## config.mk

```make
export PLATFORM = sky130hd
export DESIGN_NAME = ccr_clock_reset
export DESIGN_NICKNAME = d
export VERILOG_FILES = /design/src/design/ccr_pkg.sv /design/src/design/ccr_clock_reset.sv
export SDC_FILE = /design/constraint.sdc
export NUM_CORES = 1
export LEC_CHECK = 0
export BUFFER_PORTS_ARGS = -buffer_cell sky130_fd_sc_hd__buf_2
export CAP_MARGIN = 20
export CORE_ASPECT_RATIO = 0.9
export CORE_MARGIN = 2
export CORE_UTILIZATION = 42
export CTS_CLUSTER_DIAMETER = 60
export DETAILED_ROUTE_END_ITERATION = 8
export GPL_ROUTABILITY_DRIVEN = 0
export MAX_ROUTING_LAYER = met4
export PLACE_DENSITY = 0.73
export SYNTH_ARGS = -nofsm -noshare
export SYNTH_HDL_FRONTEND = slang
export SYNTH_SLANG_ARGS = --single-unit
```

## constraint.sdc

```tcl
create_clock -name clock -period 1.5 [get_ports clock]
set_clock_uncertainty 0.05 [all_clocks]
set_input_delay 0.375 -clock clock [delete_from_list [all_inputs] [get_ports clock]]
set_output_delay 0.375 -clock clock [all_outputs]
set_load 0.01 [all_outputs]
```

## src/design/ccr_pkg.sv

```systemverilog
// Purpose: shared constants for the core clock ratio and reset pin block
// Assumes: one clock at 125 MHz, synchronous active-high reset
// Notes: ratios are held in half units so 2.5 and 3.5 stay exact
package ccr_pkg;
	localparam int unsigned CLOCK_MHZ = 125;
	localparam int unsigned RATIO_W = 3;
	localparam int unsigned HALF_W = 4;
	localparam int unsigned SYNC_STAGES = 2;
	// strap codes and their ratios in half units
	localparam logic [2:0] RATIO_DEFAULT = 3'h0;
	localparam logic [2:0] RATIO_RESERVED = 3'h7;
	localparam logic [3:0] HALF_X2 = 4'h4;
	localparam logic [3:0] HALF_X2P5 = 4'h5;
	localparam logic [3:0] HALF_X3 = 4'h6;
	localparam logic [3:0] HALF_X3P5 = 4'h7;
	localparam logic [3:0] HALF_X4 = 4'h8;
	localparam logic [3:0] HALF_X5 = 4'ha;
	localparam logic [3:0] HALF_X6 = 4'hc;
	localparam logic [3:0] HALF_NONE = 4'h0;
	// value the frequency strap must carry
	localparam logic FREQ_STRAP_REQUIRED = 1'h1;
	// values after reset
	localparam logic [3:0] CNT_RESET = 4'h0;
	typedef enum logic [3:0] {
		CCR_ST_RESET = 4'h1,
		CCR_ST_IDLE = 4'h2,
		CCR_ST_RUN = 4'h4,
		CCR_ST_FAULT = 4'h8
	} ccr_state_t;
endpackage : ccr_pkg

```

## src/design/ccr_clock_reset.sv

```systemverilog
// Purpose: core clock ratio decode, local clock tick, input capture and pin reset control
// Assumes: clock is the core clock; straps are static while powered
// Notes: local_clock_tick marks local clock edges derived from the core clock
//
// limitations a user must know:
// - the local clock is not a real clock here; it is a one-cycle tick
//   inside the core clock domain, so downstream logic stays single-domain
// - half ratios cannot space ticks evenly; they alternate floor and ceil
//   spacing, which keeps the long-run rate exact at the cost of jitter
// - straps are latched only while reset is held; a strap moved later is
//   ignored rather than trusted, since the board promises it never moves
// - an illegal strap setting parks the block in a fault state that only
//   a new reset leaves, with every output pin left undriven
// - pin enables are registered, so pins go quiet on the first edge that
//   sees reset, not combinationally with the reset input itself
//
// Overview of operation
// - synchronise every asynchronous input before use
// - sample every input on a clock edge
// - all output pins undriven from the first clock edge in reset
// - core clock ratio chosen by three-bit strap
// - reset loads the reset state; idle follows on the first edge after release
`timescale 1ns/100ps
module ccr_clock_reset #(
	parameter int unsigned ASYNC_W = 4,
	parameter int unsigned SYNC_W = 4,
	parameter int unsigned PIN_W = 8
) (
	input wire logic clock,
	input wire logic sys_rst,
	input wire logic [2:0] core_ratio_strap,
	input wire logic system_clock_freq_strap,
	input wire logic [ASYNC_W-1:0] async_in,
	input wire logic [SYNC_W-1:0] sync_in,
	input wire logic run_request,
	input wire logic [PIN_W-1:0] core_pin_out,
	input wire logic [PIN_W-1:0] core_pin_oe,
	output logic [ASYNC_W-1:0] async_sampled,
	output logic [SYNC_W-1:0] sync_sampled,
	output logic [PIN_W-1:0] pin_out,
	output logic [PIN_W-1:0] pin_oe,
	output logic [3:0] ratio_half,
	output logic ratio_valid,
	output logic strap_fault,
	output logic local_clock_tick,
	output logic core_idle,
	output logic core_running
);
	// refuse widths the logic cannot serve, at elaboration rather than at run time
	if (ASYNC_W < 1 || SYNC_W < 1 || PIN_W < 1) begin : g_width_check
		$error("ccr_clock_reset: widths must be at least one");
	end

	ccr_pkg::ccr_state_t state;
	ccr_pkg::ccr_state_t next_state;
	logic [ASYNC_W-1:0] sync_a;
	logic [ASYNC_W-1:0] sync_b;
	logic [ASYNC_W-1:0] next_sync_a;
	logic [ASYNC_W-1:0] next_sync_b;
	logic [SYNC_W-1:0] next_sync_sampled;
	logic [2:0] ratio_code;
	logic [2:0] next_ratio_code;
	logic freq_ok;
	logic next_freq_ok;
	logic [3:0] next_ratio_half;
	logic next_ratio_valid;
	logic [3:0] tick_cnt;
	logic [3:0] next_tick_cnt;
	logic next_tick;
	logic [PIN_W-1:0] next_pin_out;
	logic [PIN_W-1:0] next_pin_oe;

	// input capture: two flops per asynchronous pin, one for synchronous pins
	// only the second stage is read by anything, so a metastable first stage
	// has a full cycle to settle before its value reaches clocked logic
	// synchronous pins get a single flop: they already meet setup and hold,
	// so a second stage would only add latency
	always_comb begin
		next_sync_a = sys_rst ? '0 : async_in;
		next_sync_b = sys_rst ? '0 : sync_a;
		next_sync_sampled = sys_rst ? '0 : sync_in;
	end

	always_ff @(posedge clock) begin
		sync_a <= next_sync_a;
		sync_b <= next_sync_b;
		sync_sampled <= next_sync_sampled;
	end

	assign async_sampled = sync_b;

	// straps are caught while reset is held, so a late change cannot shift the ratio
	// the last reset edge wins; reset must span at least one edge so the
	// decode below sees a settled code on the first edge after release
	always_comb begin
		next_ratio_code = ratio_code;
		next_freq_ok = freq_ok;
		if (sys_rst) begin
			next_ratio_code = core_ratio_strap;
			next_freq_ok = (system_clock_freq_strap == ccr_pkg::FREQ_STRAP_REQUIRED);
		end
	end

	always_ff @(posedge clock) begin
		ratio_code <= next_ratio_code;
		freq_ok <= next_freq_ok;
	end

	// ratio decode in half units
	// half units keep 2.5 and 3.5 integral, so the tick counter needs no
	// fraction; the reserved code decodes to zero and clears ratio_valid
	always_comb begin
		case (ratio_code)
			3'h0: next_ratio_half = ccr_pkg::HALF_X2;
			3'h1: next_ratio_half = ccr_pkg::HALF_X2P5;
			3'h2: next_ratio_half = ccr_pkg::HALF_X3;
			3'h3: next_ratio_half = ccr_pkg::HALF_X3P5;
			3'h4: next_ratio_half = ccr_pkg::HALF_X4;
			3'h5: next_ratio_half = ccr_pkg::HALF_X5;
			3'h6: next_ratio_half = ccr_pkg::HALF_X6;
			default: next_ratio_half = ccr_pkg::HALF_NONE; // reserved code
		endcase
		next_ratio_valid = (ratio_code != ccr_pkg::RATIO_RESERVED);
		if (sys_rst) begin
			next_ratio_half = ccr_pkg::HALF_NONE;
			next_ratio_valid = 1'b0;
		end
	end

	always_ff @(posedge clock) begin
		ratio_half <= next_ratio_half;
		ratio_valid <= next_ratio_valid;
	end

	// control sequence: reset, then idle until software asks to run
	// straps are judged once, in idle, after the decode has settled; a bad
	// strap is fatal until reset because the board cannot fix it while powered
	// run is sticky: only reset returns the core to idle
	always_comb begin
		case (state)
			ccr_pkg::CCR_ST_RESET: begin
				next_state = ccr_pkg::CCR_ST_IDLE;
			end
			ccr_pkg::CCR_ST_IDLE: begin
				if (!ratio_valid || !freq_ok) begin
					next_state = ccr_pkg::CCR_ST_FAULT;
				end else if (run_request) begin
					next_state = ccr_pkg::CCR_ST_RUN;
				end else begin
					next_state = ccr_pkg::CCR_ST_IDLE;
				end
			end
			ccr_pkg::CCR_ST_RUN: next_state = ccr_pkg::CCR_ST_RUN;
			ccr_pkg::CCR_ST_FAULT: next_state = ccr_pkg::CCR_ST_FAULT; // only reset leaves
			default: next_state = ccr_pkg::CCR_ST_RESET;
		endcase
		if (sys_rst) begin
			next_state = ccr_pkg::CCR_ST_RESET;
		end
	end

	always_ff @(posedge clock) begin
		state <= next_state;
	end

	assign core_idle = (state == ccr_pkg::CCR_ST_IDLE);
	assign core_running = (state == ccr_pkg::CCR_ST_RUN);
	assign strap_fault = (state == ccr_pkg::CCR_ST_FAULT);

	// two local periods span 2n core cycles; half ratios alternate floor and ceil spacing
	// the counter runs over one window of 2n cycles and fires at its start and
	// at its midpoint rounded down; with no valid ratio it holds at zero,
	// so no stray tick leaks out of reset or a reserved code
	always_comb begin
		next_tick_cnt = tick_cnt + 4'h1;
		next_tick = 1'b0;
		if (tick_cnt == 4'h0 || tick_cnt == {1'b0, ratio_half[3:1]}) begin
			next_tick = ratio_valid;
		end
		if (tick_cnt >= ratio_half - 4'h1) begin
			next_tick_cnt = ccr_pkg::CNT_RESET;
		end
		if (sys_rst || !ratio_valid) begin
			next_tick_cnt = ccr_pkg::CNT_RESET;
			next_tick = 1'b0;
		end
	end

	always_ff @(posedge clock) begin
		tick_cnt <= next_tick_cnt;
		local_clock_tick <= next_tick;
	end

	// output pins: released only while running, so reset and idle leave them floating
	// an undriven pin settles to its pull level; driving zero whenever the state
	// is not run keeps the value net quiet and free of stale data
	always_comb begin
		next_pin_out = core_pin_out;
		next_pin_oe = core_pin_oe;
		if (sys_rst || state != ccr_pkg::CCR_ST_RUN) begin
			next_pin_out = '0;
			next_pin_oe = '0;
		end
	end

	always_ff @(posedge clock) begin
		pin_out <= next_pin_out;
		pin_oe <= next_pin_oe;
	end
endmodule : ccr_clock_reset

```

==> results of run 1 <==
## power breakdown
part,total (W),switching [W],internal (W)
Combinational,0.000425,0.000185,0.000240
Sequential,0.00138,0.0000746,0.00131
Clock,0.000702,0.000383,0.000319
Total,0.00251,0.000643,0.00187
## layer usage
metal  wire length (um)  GRT usage  vias to the layer above
met1               1350      0.175                      551
met2               1550      0.266                       56
li1                   -          -                      623
met5                  0          -                        -
met3                234     0.0560                        5
met4                 59     0.0793                        0
## critical path, delay by kind of cell (launching register included)
kind / cells / cell delay, ps
flip-flops: 1 / 390
buffers and inverters: 2 / 270
AND/OR/NAND/NOR: 1 / 190
## per-stage QoR
step | util | TNS, ps | total power [W]
6_report | 0.612 | -193 | 0.00251
5_1_grt | 0.612 | -436 | 0.00266
4_1_cts | 0.598 | -285 | 0.00250
3_5_place_dp | 0.554 | -185 | 0.00175
3_3_place_gp | 0.554 | -51.3 | 0.00174
2_1_floorplan | - | 0 | 0.00160
## registers in the layout, indices dropped and copies added (netlist names)
signal	flops
freq_ok	1
tick_cnt	4
sync_sampled	4
ratio_code	3
ratio_valid	1
local_clock_tick	1
async_sampled	4
pin_oe	8
sync_a	4
ratio_half	4
pin_out	8
state	4
## repair_timing
item,CTS,global route
buffers inserted,3,0
endpoints found under the setup margin,6,7
resized for setup,15,11
pin swaps,7,9
## cells in the mapped netlist (3+ instances only)
| library cell | n |
|---|---|
| ha_1 | 7 |
| dfxtp_1 | 42 |
| nor3_1 | 3 |
| inv_1 | 6 |
| nand2_1 | 3 |
| a21oi_1 | 3 |
| edfxtp_1 | 4 |
| nor2_1 | 4 |
| xnor2_1 | 6 |
| and2_1 | 16 |
| nor2b_1 | 13 |
| a311oi_1 | 3 |
## worst min-delay path by stage
| stage | cells past startpoint | slack, ps | endpoint |
|---|---|---|---|
| after floorplan | 1 | 360 | async_sampled[0]$_SDFF_PP0_ |
| after global placement | 1 | 370 | async_sampled[0]$_SDFF_PP0_ |
| after detailed placement | 1 | 380 | async_sampled[1]$_SDFF_PP0_ |
| after CTS | 1 | 200 | ratio_code[0]$_DFFE_PP_ |
| after global routing | 1 | 190 | ratio_code[2]$_DFFE_PP_ |
| final | 1 | 210 | ratio_code[0]$_DFFE_PP_ |
## logic make-up (layout without fill, tap and decap cells)
group                    Yosys count  count (layout)  synth area share
AND/OR/NAND/NOR                   53              53             0.223
adder cells (fa/ha/maj)            7               7            0.0536
AO/OA/AOI/OAI                     14              14            0.0674
XOR/XNOR                           8               8            0.0429
buffers and inverters              9              90            0.0253
flip-flops                        46              46             0.588
## final cells by class
class	instances	area, um2
Clock buffer	5	68.8
Clock inverter	3	16.3
Fill cell	323	1450
Inverter	6	25.0
Multi-Input combinational cell	82	716
Sequential cell	46	977
Tap cell	46	57.6
Timing Repair Buffer	76	424
==> metrics.txt, run 1 <==
top post-synthesis cells by area=dfxtp_1, edfxtp_1, and2_1; WP data required=1070 ps; maximum clock insertion buffer count=2; fin cells=264; crit path from=state[1]$_SDFF_PP0_; Initial Util=0.438; Root Driver=clkbuf_8; failing checks=setup timing; RSZ-0062 raised after global routing=true; height of the die=63.2 um; Max-Cap Viols=0; YS warnings=0; width of the die=69.8 um; share of cells above drive strength 1=0.495; R2R setup slack=-30 ps; share of the synthesized area in the top cell type=0.515; Remaining Overflow, GRT=0; TritonRoute pass-1 iters=4; sequential fraction of the synthesis area=0.588; Clock H-tree levels=2; post-route ant nets=0; synthesized net count=175; WL final=3190 um; Inserted Diodes=0; commonest non-fill, non-tap cell in the layout=buf_2; Hold Crit Class=in2reg; final worst slack=-67.1 ps; IO buf count=63; pwr/cell area=1100 mW/mm2; DRC Markers=0; core box area=0.00373 mm2; cts hold-fix bufs=0; crit start category=flip-flop; Pins Over Slew Limit=0; Via Count=1,235; CP Cell Sequence=buf_6 -> nor4b_4 -> buf_2; Synth Flop Type=dfxtp_1; Post-synth EDFFs=4; Finished Cell Area=0.00228 mm2; most frequent cells in the layout=buf_2, dfxtp_1, and2_1; worst reg2reg path depth=5; Worst EP arrival=1140 ps; dpl hpwl=2260 um; area leader, netlist=dfxtp_1; Boundary Pins=64; crit-path max cell delay=390 ps; initial antenna violation count=0; RR Endpoint=tick_cnt[0]$_SDFF_PP0_; Post-Syn Area=0.00163 mm2; Static Leak=1.04 nW; die area=0.00441 mm2; Slew HR=0.776; kind of critical path=reg2out; CP endpoint=core_idle; syn avg cell area=11.9 um2; pin count of the biggest net entering global routing=17; Slowest-stage cell, CP=dfxtp_4; P&R area growth vs syn=39.8%; Area after DPL=0.00207 mm2; post-synth cell types=30; clock latency on the worst-skew pair=290 ps; Worst-Margin Slew=336 ps; Worst Hold Slack=207 ps; CTS tree=built; FP Rows=21; post-DR wirelength/cell=12.1 um; minimum clock period=1570 ps; period utilisation layout=1.04; vias per cell=4.68; Hold Startpoint=core_ratio_strap[0]; Post-synth ARST share=0; pre-CTS setup slack=-102 ps; max frequency=638 MHz; Synth Instances=137; outcome=finished with violations; Tot GR Track Use=0.162; total CTS buffers=5; Reg clk slew, reported paths=80 ps; final setup vio count=4; Nets=255; reg2reg start=ratio_half[0]$_SDFF_PP0_; global-route wire length before repair=5400 um; initial DRC count=86; clock sink total=46; maximum fanout along the worst path=4; vias in the first global route=1,244; Critical Path Sink Type=output pin; Yosys reg bits=46; Post-Place Cells=253; Max rail drop VDD=0.000762 V; final hold vios=0
No activity file was read; power rests on OpenSTA's default activity.
==> run 2: changes to the inputs <==
SKIP_LAST_GASP = 1   (was unset)
==> metrics.txt, run 2 (synthesis results as in run 1) <==
Core Util, Final=0.605; CTS tree=built; width of the die=69.8 um; Max-Cap Viols=0; Remaining Overflow, GRT=0; wire length on met2=1450 um; global-route wire length before repair=5260 um; Slowest-stage cell, CP=dfxtp_4; CP top delay family=flip-flops; Tot GR Track Use=0.157; RR Endpoint=tick_cnt[2]$_SDFF_PP0_; Clock H-tree levels=2; Nets=255; dpl hpwl=2260 um; Via Count=1,215; DRC Markers=0; CP endpoint=core_idle; maximum clock insertion buffer count=2; Pwr Total=0.00249 W; period utilisation layout=1.04; critical path depth=3; pin count of the biggest net entering global routing=17; Worst EP arrival=1140 ps; clock sink total=46; highest metal used=met4; WL final=3060 um; share of cells above drive strength 1=0.482; commonest non-fill, non-tap cell in the layout=buf_2; TritonRoute pass-1 iters=4; die area=0.00441 mm2; most frequent cells in the layout=buf_2, dfxtp_1, and2_1; final worst slack=-67.2 ps; Inserted Diodes=0; vias per cell=4.60; core box area=0.00373 mm2; Pins Over Slew Limit=0; Max rail drop VDD=0.000760 V; Slew HR=0.774; outcome=finished with violations; Root Driver=clkbuf_8; CP Cell Sequence=buf_6 -> nor4b_4 -> buf_2; Static Leak=1.04 nW; cts hold-fix bufs=0; height of the die=63.2 um; clock latency on the worst-skew pair=290 ps; WP data required=1070 ps; WP buf/inv=2; kind of critical path=reg2out; reg2reg start=ratio_half[2]$_SDFF_PP0_; Hold Crit Class=in2reg; crit path from=state[1]$_SDFF_PP0_; minimum clock period=1570 ps; post-route ant nets=0; Initial Util=0.438; Largest regs=pin_oe (8), pin_out (8); Boundary Pins=64; maximum fanout along the worst path=4; final setup vio count=3; vias in the first global route=1,225; R2R setup slack=40 ps; Reg clk slew, reported paths=80 ps; final hold vios=0; M1 WL=1330 um; wire length on met3=208 um; IO buf count=63; crit-path max cell delay=390 ps; FP Rows=21; crit start category=flip-flop; failing checks=setup timing; pre-CTS setup slack=-102 ps; initial antenna violation count=0; RSZ-0062 raised after global routing=true; Critical Path Sink Type=output pin; post-DR wirelength/cell=11.6 um; P&R area growth vs syn=38.1%; pwr/cell area=1100 mW/mm2; Worst Hold Slack=207 ps; total CTS buffers=5; max frequency=638 MHz; initial DRC count=52; Worst-Margin Slew=339 ps; worst reg2reg path depth=6
## run 2: worst reg2reg max path: cells and delay by family, from the launching register on
| kind | cells | cell delay [ps] |
|---|---|---|
| DFF | 1 | 330 |
| AOI/OAI and AO/OA | 1 | 240 |
| and+or+nand+nor | 3 | 350 |
| adders and majority gates | 1 | 280 |
| xor gates and xnor gates | 1 | 130 |
## run 2: what timing repair did
action	in CTS	in global routing
setup endpoints to repair	6	7
resized for setup	14	7
buffers inserted	3	0
pin swaps	7	3
## run 2: area by class of cell
class                      instances  area [um2]
multi-input combinational         82         693
clock inverter                     3        16.3
sequential                        46         975
timing repair buffer              76         424
fill                             327        1470
inverter                           6        22.5
clock buffer                       5        68.8
tap                               46        57.6
## run 2: per-layer routing
| metal | track usage | vias up |
|---|---|---|
| met1 | 0.173 | 540 |
| met5 | - | - |
| met2 | 0.255 | 46 |
| met4 | 0.0769 | 0 |
| met3 | 0.0560 | 7 |
| li1 | - | 622 |
## run 2: worst min path at each step
stage,start,to,depth (start not counted)
5_1_grt,core_ratio_strap[2],ratio_code[2]$_DFFE_PP_,1
4_1_cts,core_ratio_strap[0],ratio_code[0]$_DFFE_PP_,1
3_3_place_gp,sync_a[0]$_SDFF_PP0_,async_sampled[0]$_SDFF_PP0_,1
6_report,core_ratio_strap[0],ratio_code[0]$_DFFE_PP_,1
3_5_place_dp,sync_a[1]$_SDFF_PP0_,async_sampled[1]$_SDFF_PP0_,1
2_1_floorplan,sync_a[0]$_SDFF_PP0_,async_sampled[0]$_SDFF_PP0_,1
## run 2: through the flow
step                      cell area (um2)  setup TNS [ps]  std cells
final                                2260            -163        264
after floorplan                      1640               0        137
after CTS                            2230            -288        264
after detailed placement             2070            -185        253
after global placement               2070           -51.3        253
after global routing                 2260            -428        264
## run 2: power breakdown
part           switching [W]  internal (W)  total [W]
Sequential         0.0000735       0.00131    0.00138
Combinational       0.000178      0.000230   0.000408
Clock               0.000382      0.000319   0.000701
==> run 3: changes to the inputs <==
TNS_END_PERCENT = 20   (was unset)
==> metrics.txt, run 3 (synthesis results as in run 1) <==
Worst EP arrival=1140 ps; Clk network pwr share=0.283; reg2reg start=ratio_half[0]$_SDFF_PP0_; sum of negative setup slack=-254 ps; Via Count=1,207; CTS tree=built; share of cells above drive strength 1=0.454; crit path from=state[1]$_SDFF_PP0_; period utilisation layout=1.05; Root Driver=clkbuf_8; final setup vio count=6; clock sink total=46; switching share of power=0.253; combinational power share=0.158; cts hold-fix bufs=0; CP Cell Sequence=buf_6 -> nor4b_4 -> buf_2; Core Util, Final=0.596; P&R area growth vs syn=36.0%; Largest regs=pin_oe (8), pin_out (8); Tot GR Track Use=0.151; RSZ-0062 raised after global routing=true; Initial Util=0.438; CP top delay family=flip-flops; final worst slack=-67.7 ps; most frequent cells in the layout=buf_2, dfxtp_1, and2_1; Inserted Diodes=0; IO buf count=63; DRC Markers=0; pwr/cell area=1110 mW/mm2; max frequency=638 MHz; Static Leak=1.04 nW; failing checks=setup timing; Hold Crit Class=in2reg; Hold Startpoint=core_ratio_strap[0]; vias in the first global route=1,214; Remaining Overflow, GRT=0; outcome=finished with violations; final hold vios=0; Max-Cap Viols=0; commonest non-fill, non-tap cell in the layout=buf_2; Pins Over Slew Limit=0; Slowest-stage cell, CP=dfxtp_4; global-route wire length before repair=5090 um; Max rail drop VDD=0.000757 V; Critical Path Sink Type=output pin; pin count of the biggest net entering global routing=17; dpl hpwl=2260 um; kind of critical path=reg2out; Boundary Pins=64; Clock H-tree levels=2; crit-path max cell delay=390 ps; post-DR wirelength/cell=11.3 um; Nets=255; post-route ant nets=0; Slew HR=0.775; WP data required=1070 ps; Worst-Margin Slew=337 ps; height of the die=63.2 um; initial antenna violation count=0; core box area=0.00373 mm2; WL final=2990 um; Seq pwr share=0.560; initial DRC count=52; Reg clk slew, reported paths=80 ps; maximum clock insertion buffer count=2; TritonRoute pass-1 iters=4; total CTS buffers=5; pre-CTS setup slack=-102 ps; maximum fanout along the worst path=4; crit start category=flip-flop; clock latency on the worst-skew pair=290 ps; R2R setup slack=-30 ps; minimum clock period=1570 ps; Switch Pwr=0.000623 W; Internal=0.00184 W; die area=0.00441 mm2; Worst Hold Slack=207 ps; vias per cell=4.57; WP buf/inv=2; width of the die=69.8 um; Fillers=337; FP Rows=21
[run 3: cell count changes in the layout (fill, tap and decap cells not counted)]
cell	delta
buf_4	+1
buf_6	-1
dfxtp_1	+1
dfxtp_4	-1
ha_1	+2
ha_4	-2
inv_1	+2
inv_2	-2
nand2_1	+1
nand2_2	-1
[run 3: area by class of cell]
class | count | area (um2) | area share
repair buffers | 76 | 420 | 0.189
clock inverters | 3 | 16.3 | 0.00732
clock buffers | 5 | 68.8 | 0.0310
well taps | 46 | 57.6 | 0.0259
inverters | 6 | 22.5 | 0.0101
multi-input cells | 82 | 666 | 0.300
flip-flops and latches | 46 | 971 | 0.437
[run 3: per-stage QoR]
step	cells	power, W	instance area (um2)
5_1_grt	264	0.00262	2220
3_5_place_dp	253	0.00175	2070
6_report	264	0.00247	2220
4_1_cts	263	0.00247	2180
2_1_floorplan	137	0.00160	1640
3_3_place_gp	253	0.00174	2070
[run 3: path summary, 6_finish.rpt]
kind	endpoint	cells after the start
min reg2reg	async_sampled[0]$_SDFF_PP0_	1
max reg2reg	tick_cnt[3]$_SDFF_PP0_	5
min	ratio_code[0]$_DFFE_PP_	1
max	core_idle	3
[run 3: metal layers]
layer / global-route usage / vias to the layer above / share of wire
met3: 0.0544 / 5 / 0.071
met1: 0.168 / 535 / 0.44
met5: - / - / 0
met4: 0.0721 / 0 / 0.020
met2: 0.244 / 45 / 0.46
li1: - / 622 / -
[run 3: what timing repair did]
action | CTS | global route
cloned | 0 | 0
buffers inserted | 2 | 1
gates resized for setup | 6 | 7
setup endpoints to repair | 6 | 8
pin swaps | 1 | 7
[run 3: power by group through the flow]
| stage | Clock, W | Combinational (W) | Sequential [W] |
|---|---|---|---|
| after floorplan | 0 | 0.000196 | 0.00140 |
| after global placement | 0 | 0.000353 | 0.00139 |
| after detailed placement | 0 | 0.000357 | 0.00139 |
| after CTS | 0.000737 | 0.000362 | 0.00137 |
| after global routing | 0.000803 | 0.000426 | 0.00139 |
| final | 0.000698 | 0.000389 | 0.00138 |
